===== src/rtl/pcc_pkg.sv =====
// Constants shared by the clock conditioning block and its helpers
package pcc_pkg;
	// Register byte offsets
	localparam logic [7:0] CTRL_OFS = 8'h00;
	localparam logic [7:0] DIV_OFS = 8'h04;
	localparam logic [7:0] DLY_OFS = 8'h08;
	localparam logic [7:0] STAT_OFS = 8'h0C;
	// Control register fields
	localparam int SRC_POS = 0;
	localparam int REFSEL_POS = 3;
	localparam int EXT_FB_POS = 6;
	localparam int EN_POS = 8;
	// Divider register fields, four bits per channel
	localparam int DIVA_POS = 0;
	localparam int DIVB_POS = 4;
	localparam int DIVC_POS = 8;
	// Delay register fields: globals three bits, core outputs four bits
	localparam int DLYA_POS = 0;
	localparam int DLYB_POS = 3;
	localparam int DLYC_POS = 6;
	localparam int DLYYB_POS = 9;
	localparam int DLYYC_POS = 13;
	// Status register fields
	localparam int ST_LOCK_POS = 0;
	localparam int ST_SLEEP_POS = 1;
	localparam int ST_BYP_POS = 2;
	localparam int ST_EN_POS = 4;
	// Values after reset
	localparam logic [31:0] CTRL_RST = 32'h0000_0100;
	localparam logic [31:0] DIV_RST = 32'h0000_0111;
	localparam logic [31:0] DLY_RST = 32'h0000_0000;
	// Output A source code that bypasses the core
	localparam logic [2:0] SRC_BYPASS = 3'h1;
	// Reference source choices
	typedef enum logic [2:0] {REF_GLOBAL, REF_IO, REF_CORE, REF_INT_RC, REF_XTAL} pcc_ref_t;
	// Default count of good reference periods before lock
	localparam int LOCK_PERIODS = 8;
	// Delay line depth in clock cycles
	localparam int DLY_DEPTH = 16;
endpackage : pcc_pkg


===== src/rtl/pcc_div_if.sv =====
// Connection between the top and one output divider
`timescale 1ns/1ps
interface pcc_div_if;
	logic rise;
	logic fall;
	logic lvl;
	logic half;
	logic sync_rst;
	logic run;
	logic [3:0] ratio;
	logic clk_out;
	modport ctl (output rise, fall, lvl, half, sync_rst, run, ratio, input clk_out);
	modport div (input rise, fall, lvl, half, sync_rst, run, ratio, output clk_out);
endinterface : pcc_div_if


===== src/rtl/pcc_top.sv =====
// Clock conditioning block: dividers, delays, lock and register slave
//
// Decided for this implementation: the register addresses and the AHB-Lite interface to the registers.
`timescale 1ns/1ps
module pcc_top #(
	parameter int LOCK_COUNT = pcc_pkg::LOCK_PERIODS
) (
	// Clock and reset
	input wire logic CLK,
	input wire logic RST_B,
	// Reference sources
	input wire logic REF_GLOBAL_PIN,
	input wire logic REF_IO_PIN,
	input wire logic REF_CORE,
	input wire logic REF_RC_OSC,
	input wire logic REF_XTAL_OSC,
	// Loop controls
	input wire logic EXTERNAL_FEEDBACK_IN,
	input wire logic PLL_SLEEP_N,
	input wire logic OUT_A_DIVIDER_RESET,
	input wire logic OUT_A_HALF_STEP_DIVIDE,
	// Derived clocks and lock
	output logic PRIMARY_GLOBAL_CLK,
	output logic SECONDARY_GLOBAL_CLK_1,
	output logic SECONDARY_GLOBAL_CLK_2,
	output logic CORE_ROUTE_CLK_1,
	output logic CORE_ROUTE_CLK_2,
	output logic LOCK,
	// AHB-Lite slave
	input wire logic HSEL,
	input wire logic [7:0] HADDR,
	input wire logic [1:0] HTRANS,
	input wire logic HWRITE,
	input wire logic [2:0] HSIZE,
	input wire logic [31:0] HWDATA,
	input wire logic HREADY,
	output logic HREADYOUT,
	output logic HRESP,
	output logic [31:0] HRDATA
);
	localparam int DD = pcc_pkg::DLY_DEPTH;

	logic [31:0] ctrl_q;
	logic [31:0] div_q;
	logic [31:0] dly_q;
	logic wr_q;
	logic [7:0] addr_q;
	logic [31:0] rdata_q;
	logic ref_mux, ref_d_q;
	logic [1:0][4:0] pin_s;
	logic [2:0] fb_s;
	logic [1:0] sleep_s;
	logic [2:0] drst_s;
	logic [1:0] half_s;
	logic ref_rise;
	logic ref_fall;
	logic ext_rise;
	logic int_fb_q;
	logic fb_pulse;
	logic awake;
	logic bypass;
	logic drst_edge;
	logic lock_int;
	logic lock_d1_q;
	logic int_sync;
	logic [4:0] en_eff;
	logic [DD-1:0] line_a_q;
	logic [DD-1:0] line_b_q;
	logic [DD-1:0] line_c_q;
	logic [4:0] out_q;

	pcc_div_if dv_a ();
	pcc_div_if dv_b ();
	pcc_div_if dv_c ();

	// Tap of a delay line
	function automatic logic tap(input logic [DD-1:0] line, input logic [3:0] sel);
		return line[sel];
	endfunction : tap

	// Legal output sets from requested enables: pri, sec1, core1, sec2, core2
	function automatic logic [4:0] legal_set(input logic [4:0] req);
		logic [4:0] r;
		r = 5'h0;
		r[0] = req[0];
		r[2:1] = req[0] ? req[2:1] : 2'b00;
		r[4:3] = (req[0] && (req[1] || req[2])) ? req[4:3] : 2'b00;
		return r;
	endfunction : legal_set
	// Reference source multiplexer behind the candidate synchronisers
	always_comb begin
		case (pcc_pkg::pcc_ref_t'(ctrl_q[pcc_pkg::REFSEL_POS +: 3]))
			pcc_pkg::REF_GLOBAL: ref_mux = pin_s[1][0];
			pcc_pkg::REF_IO: ref_mux = pin_s[1][1];
			pcc_pkg::REF_CORE: ref_mux = pin_s[1][2];
			pcc_pkg::REF_INT_RC: ref_mux = pin_s[1][3];
			pcc_pkg::REF_XTAL: ref_mux = pin_s[1][4];
			default: ref_mux = 1'b0;
		endcase
	end

	// Two-stage synchronisers, third stage for edge finding
	always_ff @(posedge CLK or negedge RST_B) begin
		if (!RST_B) begin
			pin_s <= '0;
			ref_d_q <= 1'b0;
			fb_s <= 3'h0;
			drst_s <= 3'h0;
			sleep_s <= 2'h0;
			half_s <= 2'h0;
		end else begin
			pin_s <= {pin_s[0], {REF_XTAL_OSC, REF_RC_OSC, REF_CORE, REF_IO_PIN, REF_GLOBAL_PIN}};
			ref_d_q <= ref_mux;
			fb_s <= {fb_s[1:0], EXTERNAL_FEEDBACK_IN};
			drst_s <= {drst_s[1:0], OUT_A_DIVIDER_RESET};
			sleep_s <= {sleep_s[0], PLL_SLEEP_N};
			half_s <= {half_s[0], OUT_A_HALF_STEP_DIVIDE};
		end
	end

	assign ref_rise = ref_mux & ~ref_d_q;
	assign ref_fall = ~ref_mux & ref_d_q;
	assign ext_rise = fb_s[1] & ~fb_s[2];
	assign drst_edge = drst_s[1] & ~drst_s[2];
	assign awake = sleep_s[1];
	assign bypass = (ctrl_q[pcc_pkg::SRC_POS +: 3] == pcc_pkg::SRC_BYPASS);
	assign en_eff = legal_set(ctrl_q[pcc_pkg::EN_POS +: 5]);

	// Internal feedback path follows the reference by one cycle
	always_ff @(posedge CLK or negedge RST_B) begin
		if (!RST_B) begin
			int_fb_q <= 1'b0;
		end else begin
			int_fb_q <= ref_rise;
		end
	end

	// Feedback choice for the phase detector
	assign fb_pulse = ctrl_q[pcc_pkg::EXT_FB_POS] ? ext_rise : int_fb_q;

	pcc_lock_det #(
		.LOCK_COUNT(LOCK_COUNT)
	) u_lock (
		.clk(CLK),
		.rst_b(RST_B),
		.clear(!awake || bypass),
		.ref_rise(ref_rise),
		.fb_rise(fb_pulse),
		.lock(lock_int)
	);

	// Lock edge drives the internal divider sync reset
	always_ff @(posedge CLK or negedge RST_B) begin
		if (!RST_B) begin
			lock_d1_q <= 1'b0;
		end else begin
			lock_d1_q <= lock_int;
		end
	end

	assign int_sync = !bypass && lock_int && !lock_d1_q;

	// Divider A: pin reset only in bypass, half step only in bypass
	assign dv_a.rise = ref_rise;
	assign dv_a.fall = ref_fall;
	assign dv_a.lvl = ref_d_q;
	assign dv_a.half = bypass && half_s[1];
	assign dv_a.sync_rst = bypass ? drst_edge : int_sync;
	assign dv_a.run = awake;
	assign dv_a.ratio = div_q[pcc_pkg::DIVA_POS +: 4];

	// Dividers B and C follow the internal sync only
	assign dv_b.rise = ref_rise;
	assign dv_b.fall = ref_fall;
	assign dv_b.lvl = ref_d_q;
	assign dv_b.half = 1'b0;
	assign dv_b.sync_rst = int_sync;
	assign dv_b.run = awake;
	assign dv_b.ratio = div_q[pcc_pkg::DIVB_POS +: 4];
	assign dv_c.rise = ref_rise;
	assign dv_c.fall = ref_fall;
	assign dv_c.lvl = ref_d_q;
	assign dv_c.half = 1'b0;
	assign dv_c.sync_rst = int_sync;
	assign dv_c.run = awake;
	assign dv_c.ratio = div_q[pcc_pkg::DIVC_POS +: 4];

	pcc_divider u_div_a (.clk(CLK), .rst_b(RST_B), .dv(dv_a.div));
	pcc_divider u_div_b (.clk(CLK), .rst_b(RST_B), .dv(dv_b.div));
	pcc_divider u_div_c (.clk(CLK), .rst_b(RST_B), .dv(dv_c.div));

	// One delay line per global path; core taps share the secondary lines
	always_ff @(posedge CLK or negedge RST_B) begin
		if (!RST_B) begin
			line_a_q <= '0;
			line_b_q <= '0;
			line_c_q <= '0;
		end else begin
			line_a_q <= {line_a_q[DD-2:0], dv_a.clk_out};
			line_b_q <= {line_b_q[DD-2:0], dv_b.clk_out};
			line_c_q <= {line_c_q[DD-2:0], dv_c.clk_out};
		end
	end

	// Registered outputs, forced low while asleep
	always_ff @(posedge CLK or negedge RST_B) begin
		if (!RST_B) begin
			out_q <= 5'h0;
		end else if (!awake) begin
			out_q <= 5'h0;
		end else begin
			out_q[0] <= en_eff[0] && tap(line_a_q, {1'b0, dly_q[pcc_pkg::DLYA_POS +: 3]});
			out_q[1] <= en_eff[1] && tap(line_b_q, {1'b0, dly_q[pcc_pkg::DLYB_POS +: 3]});
			out_q[2] <= en_eff[2] && tap(line_b_q, dly_q[pcc_pkg::DLYYB_POS +: 4]);
			out_q[3] <= en_eff[3] && tap(line_c_q, {1'b0, dly_q[pcc_pkg::DLYC_POS +: 3]});
			out_q[4] <= en_eff[4] && tap(line_c_q, dly_q[pcc_pkg::DLYYC_POS +: 4]);
		end
	end

	assign PRIMARY_GLOBAL_CLK = out_q[0];
	assign SECONDARY_GLOBAL_CLK_1 = out_q[1];
	assign CORE_ROUTE_CLK_1 = out_q[2];
	assign SECONDARY_GLOBAL_CLK_2 = out_q[3];
	assign CORE_ROUTE_CLK_2 = out_q[4];
	assign LOCK = lock_int;

	// Bus address phase capture; zero wait states
	always_ff @(posedge CLK or negedge RST_B) begin
		if (!RST_B) begin
			wr_q <= 1'b0;
			addr_q <= 8'h0;
		end else if (HREADY) begin
			wr_q <= HSEL && HTRANS[1] && HWRITE;
			addr_q <= HADDR;
		end
	end

	// Register writes in the data phase
	always_ff @(posedge CLK or negedge RST_B) begin
		if (!RST_B) begin
			ctrl_q <= pcc_pkg::CTRL_RST;
			div_q <= pcc_pkg::DIV_RST;
			dly_q <= pcc_pkg::DLY_RST;
		end else if (wr_q) begin
			case (addr_q)
				pcc_pkg::CTRL_OFS: ctrl_q <= HWDATA & 32'h0000_1F7F;
				pcc_pkg::DIV_OFS: div_q <= HWDATA & 32'h0000_0FFF;
				pcc_pkg::DLY_OFS: dly_q <= HWDATA & 32'h0001_FFFF;
				default: ;
			endcase
		end
	end

	// Read data prepared at the address phase; unmapped reads zero
	always_ff @(posedge CLK or negedge RST_B) begin
		if (!RST_B) begin
			rdata_q <= 32'h0000_0000;
		end else if (HREADY && HSEL && HTRANS[1] && !HWRITE) begin
			case (HADDR)
				pcc_pkg::CTRL_OFS: rdata_q <= ctrl_q;
				pcc_pkg::DIV_OFS: rdata_q <= div_q;
				pcc_pkg::DLY_OFS: rdata_q <= dly_q;
				pcc_pkg::STAT_OFS: begin
					rdata_q <= 32'h0000_0000;
					rdata_q[pcc_pkg::ST_LOCK_POS] <= lock_int;
					rdata_q[pcc_pkg::ST_SLEEP_POS] <= !awake;
					rdata_q[pcc_pkg::ST_BYP_POS] <= bypass;
					rdata_q[pcc_pkg::ST_EN_POS +: 5] <= en_eff;
				end
				default: rdata_q <= 32'h0000_0000;
			endcase
		end
	end

	assign HREADYOUT = 1'b1;
	assign HRESP = 1'b0;
	assign HRDATA = rdata_q;
endmodule : pcc_top


===== src/rtl/pcc_divider.sv =====
// Output divider with whole and half-step ratios
`timescale 1ns/1ps
module pcc_divider (
	// Clock and reset
	input wire logic clk,
	input wire logic rst_b,
	// Control and result
	pcc_div_if.div dv
);
	logic [4:0] cnt_q;
	logic out_q;
	logic step;
	logic [4:0] wrap;
	logic [4:0] hi;
	logic [3:0] n;

	// Ratio zero acts as one; half steps count both edges
	always_comb begin
		n = (dv.ratio == 4'h0) ? 4'h1 : dv.ratio;
		step = dv.half ? (dv.rise | dv.fall) : dv.rise;
		wrap = dv.half ? {n, 1'b0} : ({1'b0, n} - 5'h1);
		hi = dv.half ? ({1'b0, n} + 5'h1) : 5'(({1'b0, n} + 5'h1) >> 1);
	end

	// Edge counter, cleared by sync reset so output restarts aligned
	always_ff @(posedge clk or negedge rst_b) begin
		if (!rst_b) begin
			cnt_q <= 5'h0;
		end else if (!dv.run || dv.sync_rst) begin
			cnt_q <= 5'h0;
		end else if (step) begin
			cnt_q <= (cnt_q >= wrap) ? 5'h0 : cnt_q + 5'h1;
		end
	end

	// Registered divided clock
	always_ff @(posedge clk or negedge rst_b) begin
		if (!rst_b) begin
			out_q <= 1'b0;
		end else if (!dv.run) begin
			out_q <= 1'b0;
		end else if (n == 4'h1 && !dv.half) begin
			out_q <= dv.lvl;
		end else begin
			out_q <= (cnt_q < hi);
		end
	end

	assign dv.clk_out = out_q;
endmodule : pcc_divider


===== src/rtl/pcc_lock_det.sv =====
// Lock detector comparing feedback edges against reference periods
`timescale 1ns/1ps
module pcc_lock_det #(
	parameter int LOCK_COUNT = pcc_pkg::LOCK_PERIODS
) (
	// Clock and reset
	input wire logic clk,
	input wire logic rst_b,
	// Phase detector inputs
	input wire logic clear,
	input wire logic ref_rise,
	input wire logic fb_rise,
	// Lock result
	output logic lock
);
	logic seen_q;
	logic [7:0] hits_q;
	logic lock_q;

	// Note a feedback edge inside the current reference period
	always_ff @(posedge clk or negedge rst_b) begin
		if (!rst_b) begin
			seen_q <= 1'b0;
		end else if (clear) begin
			seen_q <= 1'b0;
		end else if (ref_rise) begin
			seen_q <= fb_rise;
		end else if (fb_rise) begin
			seen_q <= 1'b1;
		end
	end

	// Run of good periods; a miss starts it again
	always_ff @(posedge clk or negedge rst_b) begin
		if (!rst_b) begin
			hits_q <= 8'h0;
		end else if (clear) begin
			hits_q <= 8'h0;
		end else if (ref_rise) begin
			if (!seen_q) begin
				hits_q <= 8'h0;
			end else if (hits_q != 8'hFF) begin
				hits_q <= hits_q + 8'h1;
			end
		end
	end

	// Lock only after a steady run, dropped while cleared
	always_ff @(posedge clk or negedge rst_b) begin
		if (!rst_b) begin
			lock_q <= 1'b0;
		end else begin
			lock_q <= !clear && (hits_q >= 8'(LOCK_COUNT));
		end
	end

	assign lock = lock_q;
endmodule : pcc_lock_det


===== config.mk =====
export PLATFORM = sky130hd
export DESIGN_NAME = pcc_top
export DESIGN_NICKNAME = d
export VERILOG_FILES = /design/src/rtl/pcc_pkg.sv /design/src/rtl/pcc_div_if.sv /design/src/rtl/pcc_top.sv /design/src/rtl/pcc_divider.sv /design/src/rtl/pcc_lock_det.sv
export SDC_FILE = /design/constraint.sdc
export NUM_CORES = 1
export LEC_CHECK = 0
export BUFFER_PORTS_ARGS = -buffer_cell sky130_fd_sc_hd__buf_2
export CORE_MARGIN = 8
export CORE_UTILIZATION = 39
export CTS_CLUSTER_SIZE = 12
export DETAILED_ROUTE_END_ITERATION = 8
export SLEW_MARGIN = 30
export SYNTH_ARGS = -nofsm -noshare
export SYNTH_HDL_FRONTEND = slang
export SYNTH_HIERARCHICAL = 1
export SYNTH_SLANG_ARGS = --single-unit

===== constraint.sdc =====
create_clock -name CLK -period 4.35 [get_ports CLK]
set_input_delay 0.6525 -clock CLK [delete_from_list [all_inputs] [get_ports CLK]]
set_output_delay 0.6525 -clock CLK [all_outputs]
set_load 0.05 [all_outputs]

Word-level counts from Yosys, hierarchy flattened
Cells that the tools add are included.
- equal/unequal tests: 15
- bitwise gates (word level): 9
- $add $sub $neg: 10
- reductions and logical operators: 40
- mux-type cells: 45
- $lt $le $gt $ge: 12
- operators by type and width (kind ; number):
    $pmux W17 S4 ; 1
    $mux W5 ; 12
    $mux W8 ; 4
    $eq A8 B4 Y1 const B ; 3
    $mux W1 ; 17
    $eq A8 B3 Y1 const B ; 2
    $logic_and A1 B1 Y1 ; 16
    $logic_not A8 Y1 ; 2
    $add A4 B1 Y5 const B ; 3
    $add A5 B1 Y5 const B ; 3
    $ge A5 B5 Y1 ; 3
    $lt A3 B5 Y1 const B ; 3
    $sub A4 B1 Y5 const B ; 3
    $eq A4 B1 Y1 const B ; 3
    $logic_not A4 Y1 ; 3
    $mux W4 ; 3
    $lt A4 B5 Y1 const B ; 2
    $lt A5 B4 Y1 ; 2
    $bmux W1 S3 ; 3
    $add A8 B1 Y8 const B ; 1
    $bmux W1 S4 ; 2
    $ge A8 B4 Y1 const B ; 1
    $ne A8 B8 Y1 const B ; 1
    $reduce_and A2 Y1 ; 4
    other kinds (15) ; 34
- input port bits: 59
- bits in registers: 178
- output and inout bits: 40
- word-level logic and storage cells: 159

Logic depth before layout (Yosys ltp)
Gate-level depths: netlist of the first run.
- depth in word-level cells: 8
- depth in mapped cells: 13
- depth with buffers taken out: 12

Cells and area by module
Netlist of the first run, hierarchy kept.
- modules (own cells, without submodules) (module ; sequential area each (um^2) ; instances ; cells an instance ; area each (um^2)):
    pcc_top ; 3383.2 ; 1 ; 339 ; 5318.9
    pcc_divider (u_div_c) ; 150.1 ; 1 ; 93 ; 778.2
    pcc_divider (u_div_a) ; 150.1 ; 1 ; 93 ; 745.7
    pcc_divider (u_div_b) ; 150.1 ; 1 ; 87 ; 737.0
    pcc_lock_det ; 250.2 ; 1 ; 60 ; 570.5

Worst setup path after synthesis of the first run
Ideal clock, no wire load.
- path kind: register to register
- start: reg ctrl_q[1]
- end: reg u_div_a.cnt_q[2]
- cell stages (with the launch flop): 11
- buffers on the path: 2
- required time: 4.249 ns
- path slack: 1.549 ns
- period minus slack after synthesis: 2.801 ns
- data arrival time: 2.701 ns
- library setup time: 0.101 ns
- cells stage by stage: dfrtp_1 -> nor3b_1 -> and2_1 -> clkbuf_1 -> clkbuf_1 -> nor2_1 -> ha_1 -> or3b_4 -> a211oi_4 -> nor2_2 -> o311ai_2
- word-level cells in the longest chain between the ends: 7
- elaborated cells between the ends (all ways): 14
- those cells by class: order compare (1); eq/ne (1); mux (6); reduce/logical (6)
- ends and longest elaborated chain (item ; RTL line ; RTL):
    start: declaration ; pcc_top.sv:43 ; logic [31:0] ctrl_q;
    start signal: assignment ; pcc_top.sv:241 ; ctrl_q <= pcc_pkg::CTRL_RST;
    start signal: assignment ; pcc_top.sv:246 ; pcc_pkg::CTRL_OFS: ctrl_q <= HWDATA & 32'h0000_1F7F;
    $eq A3 B1 Y1 * ; pcc_top.sv:126 ; assign bypass = (ctrl_q[pcc_pkg::SRC_POS +: 3] == pcc_pkg::SRC_BYPASS);
    $logic_and A1 B1 Y1 * ; pcc_top.sv:167 ; assign dv_a.half = bypass && half_s[1];
    named net dv_a.half ; pcc_div_if.sv:7 ; logic half;
    $mux W5 ; pcc_divider.sv:21 ; wrap = dv.half ? {n, 1'b0} : ({1'b0, n} - 5'h1);
    $ge A5 B5 Y1 ; pcc_divider.sv:32 ; cnt_q <= (cnt_q >= wrap) ? 5'h0 : cnt_q + 5'h1;
    $mux W5 ; pcc_divider.sv:32 ;
    $mux W5 ; pcc_divider.sv:31 ; end else if (step) begin
    $mux W5 ; pcc_divider.sv:29 ; end else if (!dv.run || dv.sync_rst) begin
    end signal: assignment ; pcc_divider.sv:32 ;
    end: declaration ; pcc_divider.sv:10 ; logic [4:0] cnt_q;
The timed path passes the listed nets; every way through them passes the cells marked *. The select of a mux whose other input is x is not followed.
A chain may end at the register's enable or synchronous reset.

Worst setup path in the final report of the first run
Same ends and word-level chain as after synthesis.

==> metrics.md, run 1 <==
| Metric | Value |
|---|---|
| Synthesis-stage register bit count | around 160 |
| Post-synth EDFFs | 0 |
| Status | completed |
| Starting Density | around 39% |
| Die Area | around 26,000 sq um |
| Final Cycle Share | between 60 and 70% |
| Hold Slack | 0.314 ns |
| Port Buf Inserts | between 60 and 70 |
| Placed Area | between 8000 and 9000 sq um |
| Final min period | around 3 ns |
| Layout Area Growth over Synthesis | 13.4% |
| Longest Clk Path Bufs | 2 |
| Fin. max-slew vios | 0 |
| Crit Path Class | register to register |
| Netlist cell types | 77 |
| Vias in the first global route | roughly 5,700 |
| Highest Clock Rate | approximately 330 MHz |
| Delay-heaviest family, CP | simple AND/OR/NAND/NOR gates |
| Setup violations, final | 0 |
| Clock Skew | 0.0134 ns |
| Largest family of logic cells by synthesized area | multiplexers |
| Hold Violations, Final | 0 |
| Crit path depth | 9 |
| Non-filler instance count after layout | between 1,000 and 1,500 |
| R2R cell count | 9 |
| Std-Cell Core Area | slightly above 20,000 sq um |
| Overall power | 4.03 mW |
| Crit. End Element | register |
| Placed Cells | around 990 |
| Fin util | between 40 and 50% |
| FILL cells | between 1,500 and 2,000 |
| Post-Syn Instances | 672 |
| RD Place Congestion | between 0.8 and 0.9 |
| Hold Path Class | input port to asynchronous set/reset pin |
| HPWL Detailed | approximately 13,000 um |
| Wire per inst | approximately 17 um |
| Antenna violations before repair | 0 |
| H-Tree Depth | 4 |
| Max cap viols | 0 |
| Critical Path RT | between 4 and 5 ns |
| Unrepaired setup endpoints after global routing | no |
| Placement Setup Slack | roughly 1.4 ns |
| Clk sinks | around 160 |
| TritonCTS clock tree | built |
| Site Rows | 53 |
| Vias | ~5,400 |
| Skew-Pair Late Insertion Delay | ~0.42 ns |
| Die H | around 160 um |
| Chip width | roughly 160 um |
| Worst Tran Pin Value | between 0.8 and 0.9 ns |
| Hold-fix buffers, CTS | 0 |
| Cell Area, Synth | around 8200 sq um |
| Ports | slightly below 100 |
| Relative slew margins | 43.1% |
| Slowest stage delay, CP | between 0.4 and 0.5 ns |
| PwrDens | about 440 nW/um^2 |
| First-pass DRT Iterations | 5 |
| DRT antenna net count | 0 |
| XOR/XNOR Fraction of Synth Area | around 1.5% |
| Crit-path max FO | 16 |
| Worst setup margin | 1.33 ns |
| Via density | around 5.3 |
| Gr ovfl total | 0 |
| Async S/R FF share, synth | 100% |
| Static leakage | around 4.2 nW |
| Synth Area in Simple Gates | a little under an eighth |
| Area of the multi-input gates | around 3700 sq um |
| Post-synthesis compound-gate area fraction | between 10% and 20% |
| Synthesized area per cell | 12.1 sq um |
| Yosys warns | 6 |
| Setup bufs post-CTS | 0 |
| DRC violations left | 0 |
| Final nets | 828 |
| FF+latch area | 4080 sq um |
| Fin Setup TNS | 0 ns |
| Slowest stage cell, crit path | and2_1 |
| Clock root buffer master | clkbuf_16 |
| Peak supply drop | 0.246 mV |
| Cts repair resizes | 0 |
| GR Util All Layers | between 10 and 15% |
| Reg clk slew, reported paths | 0.07 ns |
| Critical path, cell by cell | nor3b_1, buf_4, and2_1, mux2_2, ha_1, or3b_4, a211oi_4, nor2_2, o311ai_2 |
| CTS Buf Count | 17 |
| Largest net degree at the start of global routing | 110 |
| CP Buf/Inv Count | 1 |
| Diode count | 0 |
| Fraction of layout instances using a drive strength above 1 | between 20% and 30% |
| Adder-cell share of the synthesized area | about 5.8% |
| Post-synthesis mux area share | roughly 14% |
| Share of the yosys chip area belonging to registers | around half |
| Commonest register cell after synthesis | dfrtp_1 |
| Critical Path AT | 3.34 ns |
| Post-Route WL | about 18,000 um |
| Starting DRT DRC Count | just under 400 |
| Global-route wire length before repair | between 20,000 and 30,000 um |
| Design area | a little over 9000 sq um |
| Startpoint types | register |
[worst paths after layout]
check	slack, ns	start	to
worst max-delay path	1.33	ctrl_q[1]$_DFFE_PN0P_	u_div_a/cnt_q[2]$_DFFE_PN0P_
worst min-delay path	0.31	RST_B	HRDATA[7]$_DFFE_PN0P_
worst max register to register	1.33	ctrl_q[1]$_DFFE_PN0P_	u_div_a/cnt_q[2]$_DFFE_PN0P_
worst min register to register	0.35	pin_s[2]$_DFF_PN0_	pin_s[7]$_DFF_PN0_
max in group asynchronous	3.21	RST_B	lock_d1_q$_DFF_PN0_
min in group CLK	0.33	OUT_A_HALF_STEP_DIVIDE	half_s[0]$_DFF_PN0_
[registers in the layout (all words and copies together), names as in the netlist, 3 cells and up]
register / cells
ctrl_q: 12
line_b_q: 16
u_lock/hits_q: 8
fb_s: 3
dly_q: 17
u_div_c/cnt_q: 5
line_c_q: 16
addr_q: 8
HRDATA: 17
out_q: 5
line_a_q: 8
u_div_a/cnt_q: 5
drst_s: 3
div_q: 12
pin_s: 10
u_div_b/cnt_q: 5
[synthesized netlist by cell type, types with 15 or more instances]
| cell type | n | area share [%] |
|---|---|---|
| o21ai_0 | 26 | 1.6 |
| nand3_1 | 17 | 1.0 |
| mux2_2 | 52 | 7.2 |
| clkbuf_1 | 15 | 0.69 |
| ha_1 | 38 | 5.8 |
| mux4_2 | 19 | 5.3 |
| inv_1 | 32 | 1.5 |
| dfrtp_1 | 159 | 49 |
| buf_4 | 17 | 1.6 |
| a21oi_1 | 21 | 1.3 |
| nand2_1 | 44 | 2.0 |
| nor2_1 | 33 | 1.5 |
[cell type report]
cell class              instances  share of cell area, %
clock buffers                  21                   5.09
clock inverters                11                   1.26
inverters                      33                   1.34
multi-input cells             450                   40.5
flip-flops and latches        163                   44.2
well taps                     275                   3.72
repair buffers                 66                   3.91
[per-layer routing]
metal | global-route usage (%) | vias up | wire length (um)
li1 | - | 2545 | -
met1 | 18.4 | 2707 | 8250
met3 | 3.81 | 13 | 929
met2 | 22.6 | 133 | 8190
met4 | 4.59 | 0 | 154
met5 | 0 | - | 0
[worst reg2reg max path: stages (launching register included)]
cell and delay [ns]:
dfrtp_1 0.39, nor3b_1 0.22, buf_4 0.18, and2_1 0.47, mux2_2 0.40, ha_1 0.21
or3b_4 0.41, a211oi_4 0.33, nor2_2 0.11, o311ai_2 0.22
[cells in the final DEF (no fill, tap or decap), types with 11 or more instances in the layout]
cell type,count
o21ai_0,26
mux2_2,52
nor3_1,11
mux2i_1,14
a21oi_1,21
buf_2,61
inv_1,32
nor2_1,32
a22o_1,14
clkbuf_16,17
dfrtp_1,159
mux4_2,19
nand2_1,44
conb_1,19
ha_1,38
nand3_1,17
[power breakdown]
group | switching, mW | internal, mW | total [mW]
sequential | 0.189 | 1.72 | 1.91
combinational | 0.323 | 0.313 | 0.636
clock | 0.642 | 0.850 | 1.49
total | 1.15 | 2.88 | 4.03
[logic make-up after synthesis]
kind of cell,after synthesis
AO/OA/AOI/OAI,128
AND/OR/NAND/NOR,166
buffers and inverters,76
flip-flops,163
XOR/XNOR,14
other,2
adder cells (fa/ha/maj),38
multiplexers,85
Power figures use the tool's default switching activity.
==> run 2: changes to the inputs <==
Clock period 4.35 ns to 3.1 ns, I/O delays scaled along.
==> run 2 against run 1 <==
Core utilization increased by 0.63 points. Combinational power up 47%. Global-route usage increased by 0.24 points. Highest routed layer unchanged. Final area increased by 1.4%. Largest cell class unchanged. First-iteration DRC count decreased by 2.6%.
==> metrics.md, run 2 (synthesized netlist as in run 1, its figures left out) <==
| Metric | Value |
|---|---|
| Hold-fix buffers, CTS | 0 (unchanged) |
| Final Cycle Share | 91.7% (was 69.3%) |
| Crit. End Element | register (unchanged) |
| HPWL Detailed | 13,200 um (was 12,600 um) |
| Setup violations, final | 0 (unchanged) |
| Critical Path AT | 3.18 ns (was 3.34 ns) |
| DRT antenna net count | 0 (unchanged) |
| Global-route wire length before repair | 30,300 um (was 29,600 um) |
| Hold Path Class | input port to asynchronous set/reset pin (unchanged) |
| Chip width | 161 um (unchanged) |
| Die Area | 25,800 sq um (unchanged) |
| Longest Clk Path Bufs | 2 (unchanged) |
| Wire per inst | 17.4 um (was 17.2 um) |
| Startpoint types | register (unchanged) |
| Fraction of layout instances using a drive strength above 1 | 28.6% (was 27.3%) |
| Worst Tran Pin Value | 0.759 ns (was 0.853 ns) |
| Critical Path RT | 3.43 ns (was 4.68 ns) |
| Cts repair resizes | 0 (unchanged) |
| TritonCTS clock tree | built (unchanged) |
| Starting DRT DRC Count | 376 (was 386) |
| Vias | 5,487 (was 5,398) |
| Non-filler instance count after layout | 1,033 (was 1,019) |
| Layout Area Growth over Synthesis | 15.0% (was 13.4%) |
| Via density | 5.31 (was 5.30) |
| Std-Cell Core Area | 20,800 sq um (unchanged) |
| Fin. max-slew vios | 0 (unchanged) |
| Diode count | 0 (unchanged) |
| Placed Area | 8760 sq um (was 8650 sq um) |
| Starting Density | 39.3% (unchanged) |
| Ports | 99 (unchanged) |
| Largest net degree at the start of global routing | 84 (was 110) |
| FILL cells | 1,894 (was 1,866) |
| Final nets | 842 (was 828) |
| Unrepaired setup endpoints after global routing | no (unchanged) |
| Fin Setup TNS | 0 ns (unchanged) |
| Antenna violations before repair | 0 (unchanged) |
| Crit-path max FO | 8 (was 16) |
| Clock Skew | 0.0119 ns (was 0.0134 ns) |
| Crit Path Class | register to register (unchanged) |
| Reg clk slew, reported paths | 0.07 ns (about the same) |
| Max cap viols | 0 (unchanged) |
| Relative slew margins | 49.4% (was 43.1%) |
| Port Buf Inserts | 62 (unchanged) |
| Peak supply drop | 0.374 mV (was 0.246 mV) |
| PwrDens | 613 nW/um^2 (was 436 nW/um^2) |
| Final min period | 2.84 ns (was 3.02 ns) |
| Gr ovfl total | 0 (unchanged) |
| Skew-Pair Late Insertion Delay | 0.43 ns (was 0.42 ns) |
| Post-Route WL | 18,000 um (was 17,500 um) |
| Hold Slack | 0.0929 ns (was 0.314 ns) |
| DRC violations left | 0 (unchanged) |
| Setup bufs post-CTS | 0 (unchanged) |
| H-Tree Depth | 4 (unchanged) |
| Clk sinks | 163 (unchanged) |
| Design area | 9380 sq um (was 9250 sq um) |
| Placed Cells | 1,001 (was 987) |
| GR Util All Layers | 14.4% (was 14.2%) |
| CTS Buf Count | 17 (unchanged) |
| R2R cell count | 12 (was 9) |
| Status | completed (unchanged) |
| Fin util | 45.2% (was 44.5%) |
| Most frequent cells in the layout | 159 x dfrtp_1, 61 x buf_2, 52 x mux2_2 (unchanged) |
| Most common cell after layout, fill and taps aside | dfrtp_1 (unchanged) |
| Vias in the first global route | 5,889 (was 5,669) |
| First-pass DRT Iterations | 4 (was 5) |
| Static leakage | 4.23 nW (was 4.16 nW) |
| Die H | 161 um (unchanged) |
| Hold Violations, Final | 0 (unchanged) |
| Highest Clock Rate | 352 MHz (was 332 MHz) |
| Clock root buffer master | clkbuf_16 (unchanged) |
| Site Rows | 53 (unchanged) |
| RD Place Congestion | 0.842 (was 0.817) |
run 2: layer usage:
layer | global-route usage [%] | wire length (um) | vias up
li1 | - | - | 2574
met1 | 18.4 | 8290 | 2768
met2 | 23.8 | 8700 | 126
met3 | 2.92 | 748 | 19
met4 | 5.18 | 231 | 0
met5 | 0 | 0 | -
run 2: worst max-delay path, cell delays in order (launching register included):
cell and delay, ns:
dfrtp_1 0.49, nor3_2 0.19, nor2_1 0.09, ha_1 0.21
xnor2_1 0.16, nor2_1 0.06, a21oi_1 0.13, ha_1 0.29
a21o_2 0.25, a31oi_4 0.17, o21ai_2 0.12, or4_1 0.49
o211ai_1 0.11
run 2: path summary, 6_finish.rpt:
check | from | endpoint | slack [ns]
min in group CLK | EXTERNAL_FEEDBACK_IN | fb_s[0]$_DFF_PN0_ | 0.15
hold reg to reg | pin_s[3]$_DFF_PN0_ | pin_s[8]$_DFF_PN0_ | 0.35
max in group asynchronous | RST_B | line_a_q[1]$_DFF_PN0_ | 2.23
hold / removal | RST_B | HRDATA[8]$_DFFE_PN0P_ | 0.09
setup reg to reg | div_q[9]$_DFFE_PN0P_ | u_div_c/cnt_q[4]$_DFFE_PN0P_ | 0.26
setup / recovery | div_q[9]$_DFFE_PN0P_ | u_div_c/cnt_q[4]$_DFFE_PN0P_ | 0.26
run 2: stage by stage:
step           setup slack [ns]  power (mW)
6_report                  0.258        5.75
5_1_grt                  0.0904        6.05
4_1_cts                   0.290        5.82
3_5_place_dp              0.317        3.62
3_3_place_gp              0.359        3.56
2_1_floorplan             0.299        3.33
run 2: layout make-up:
type	instances	area (sq um)	area share, %
timing repair buffer	80	464	4.95
clock buffer	17	425	4.54
multi-input combinational	450	3740	39.9
inverter	33	124	1.32
tap	275	344	3.67
sequential	163	4080	43.6
clock inverter	15	191	2.04
run 2: report_power, final:
group / switching, mW / total [mW] / internal (mW) / leakage (nW)
Sequential: 0.248 / 2.66 / 2.41 / 2.05
Clock: 0.936 / 2.16 / 1.22 / 0.288
Combinational: 0.481 / 0.934 / 0.453 / 1.89
Total: 1.66 / 5.75 / 4.09 / 4.23
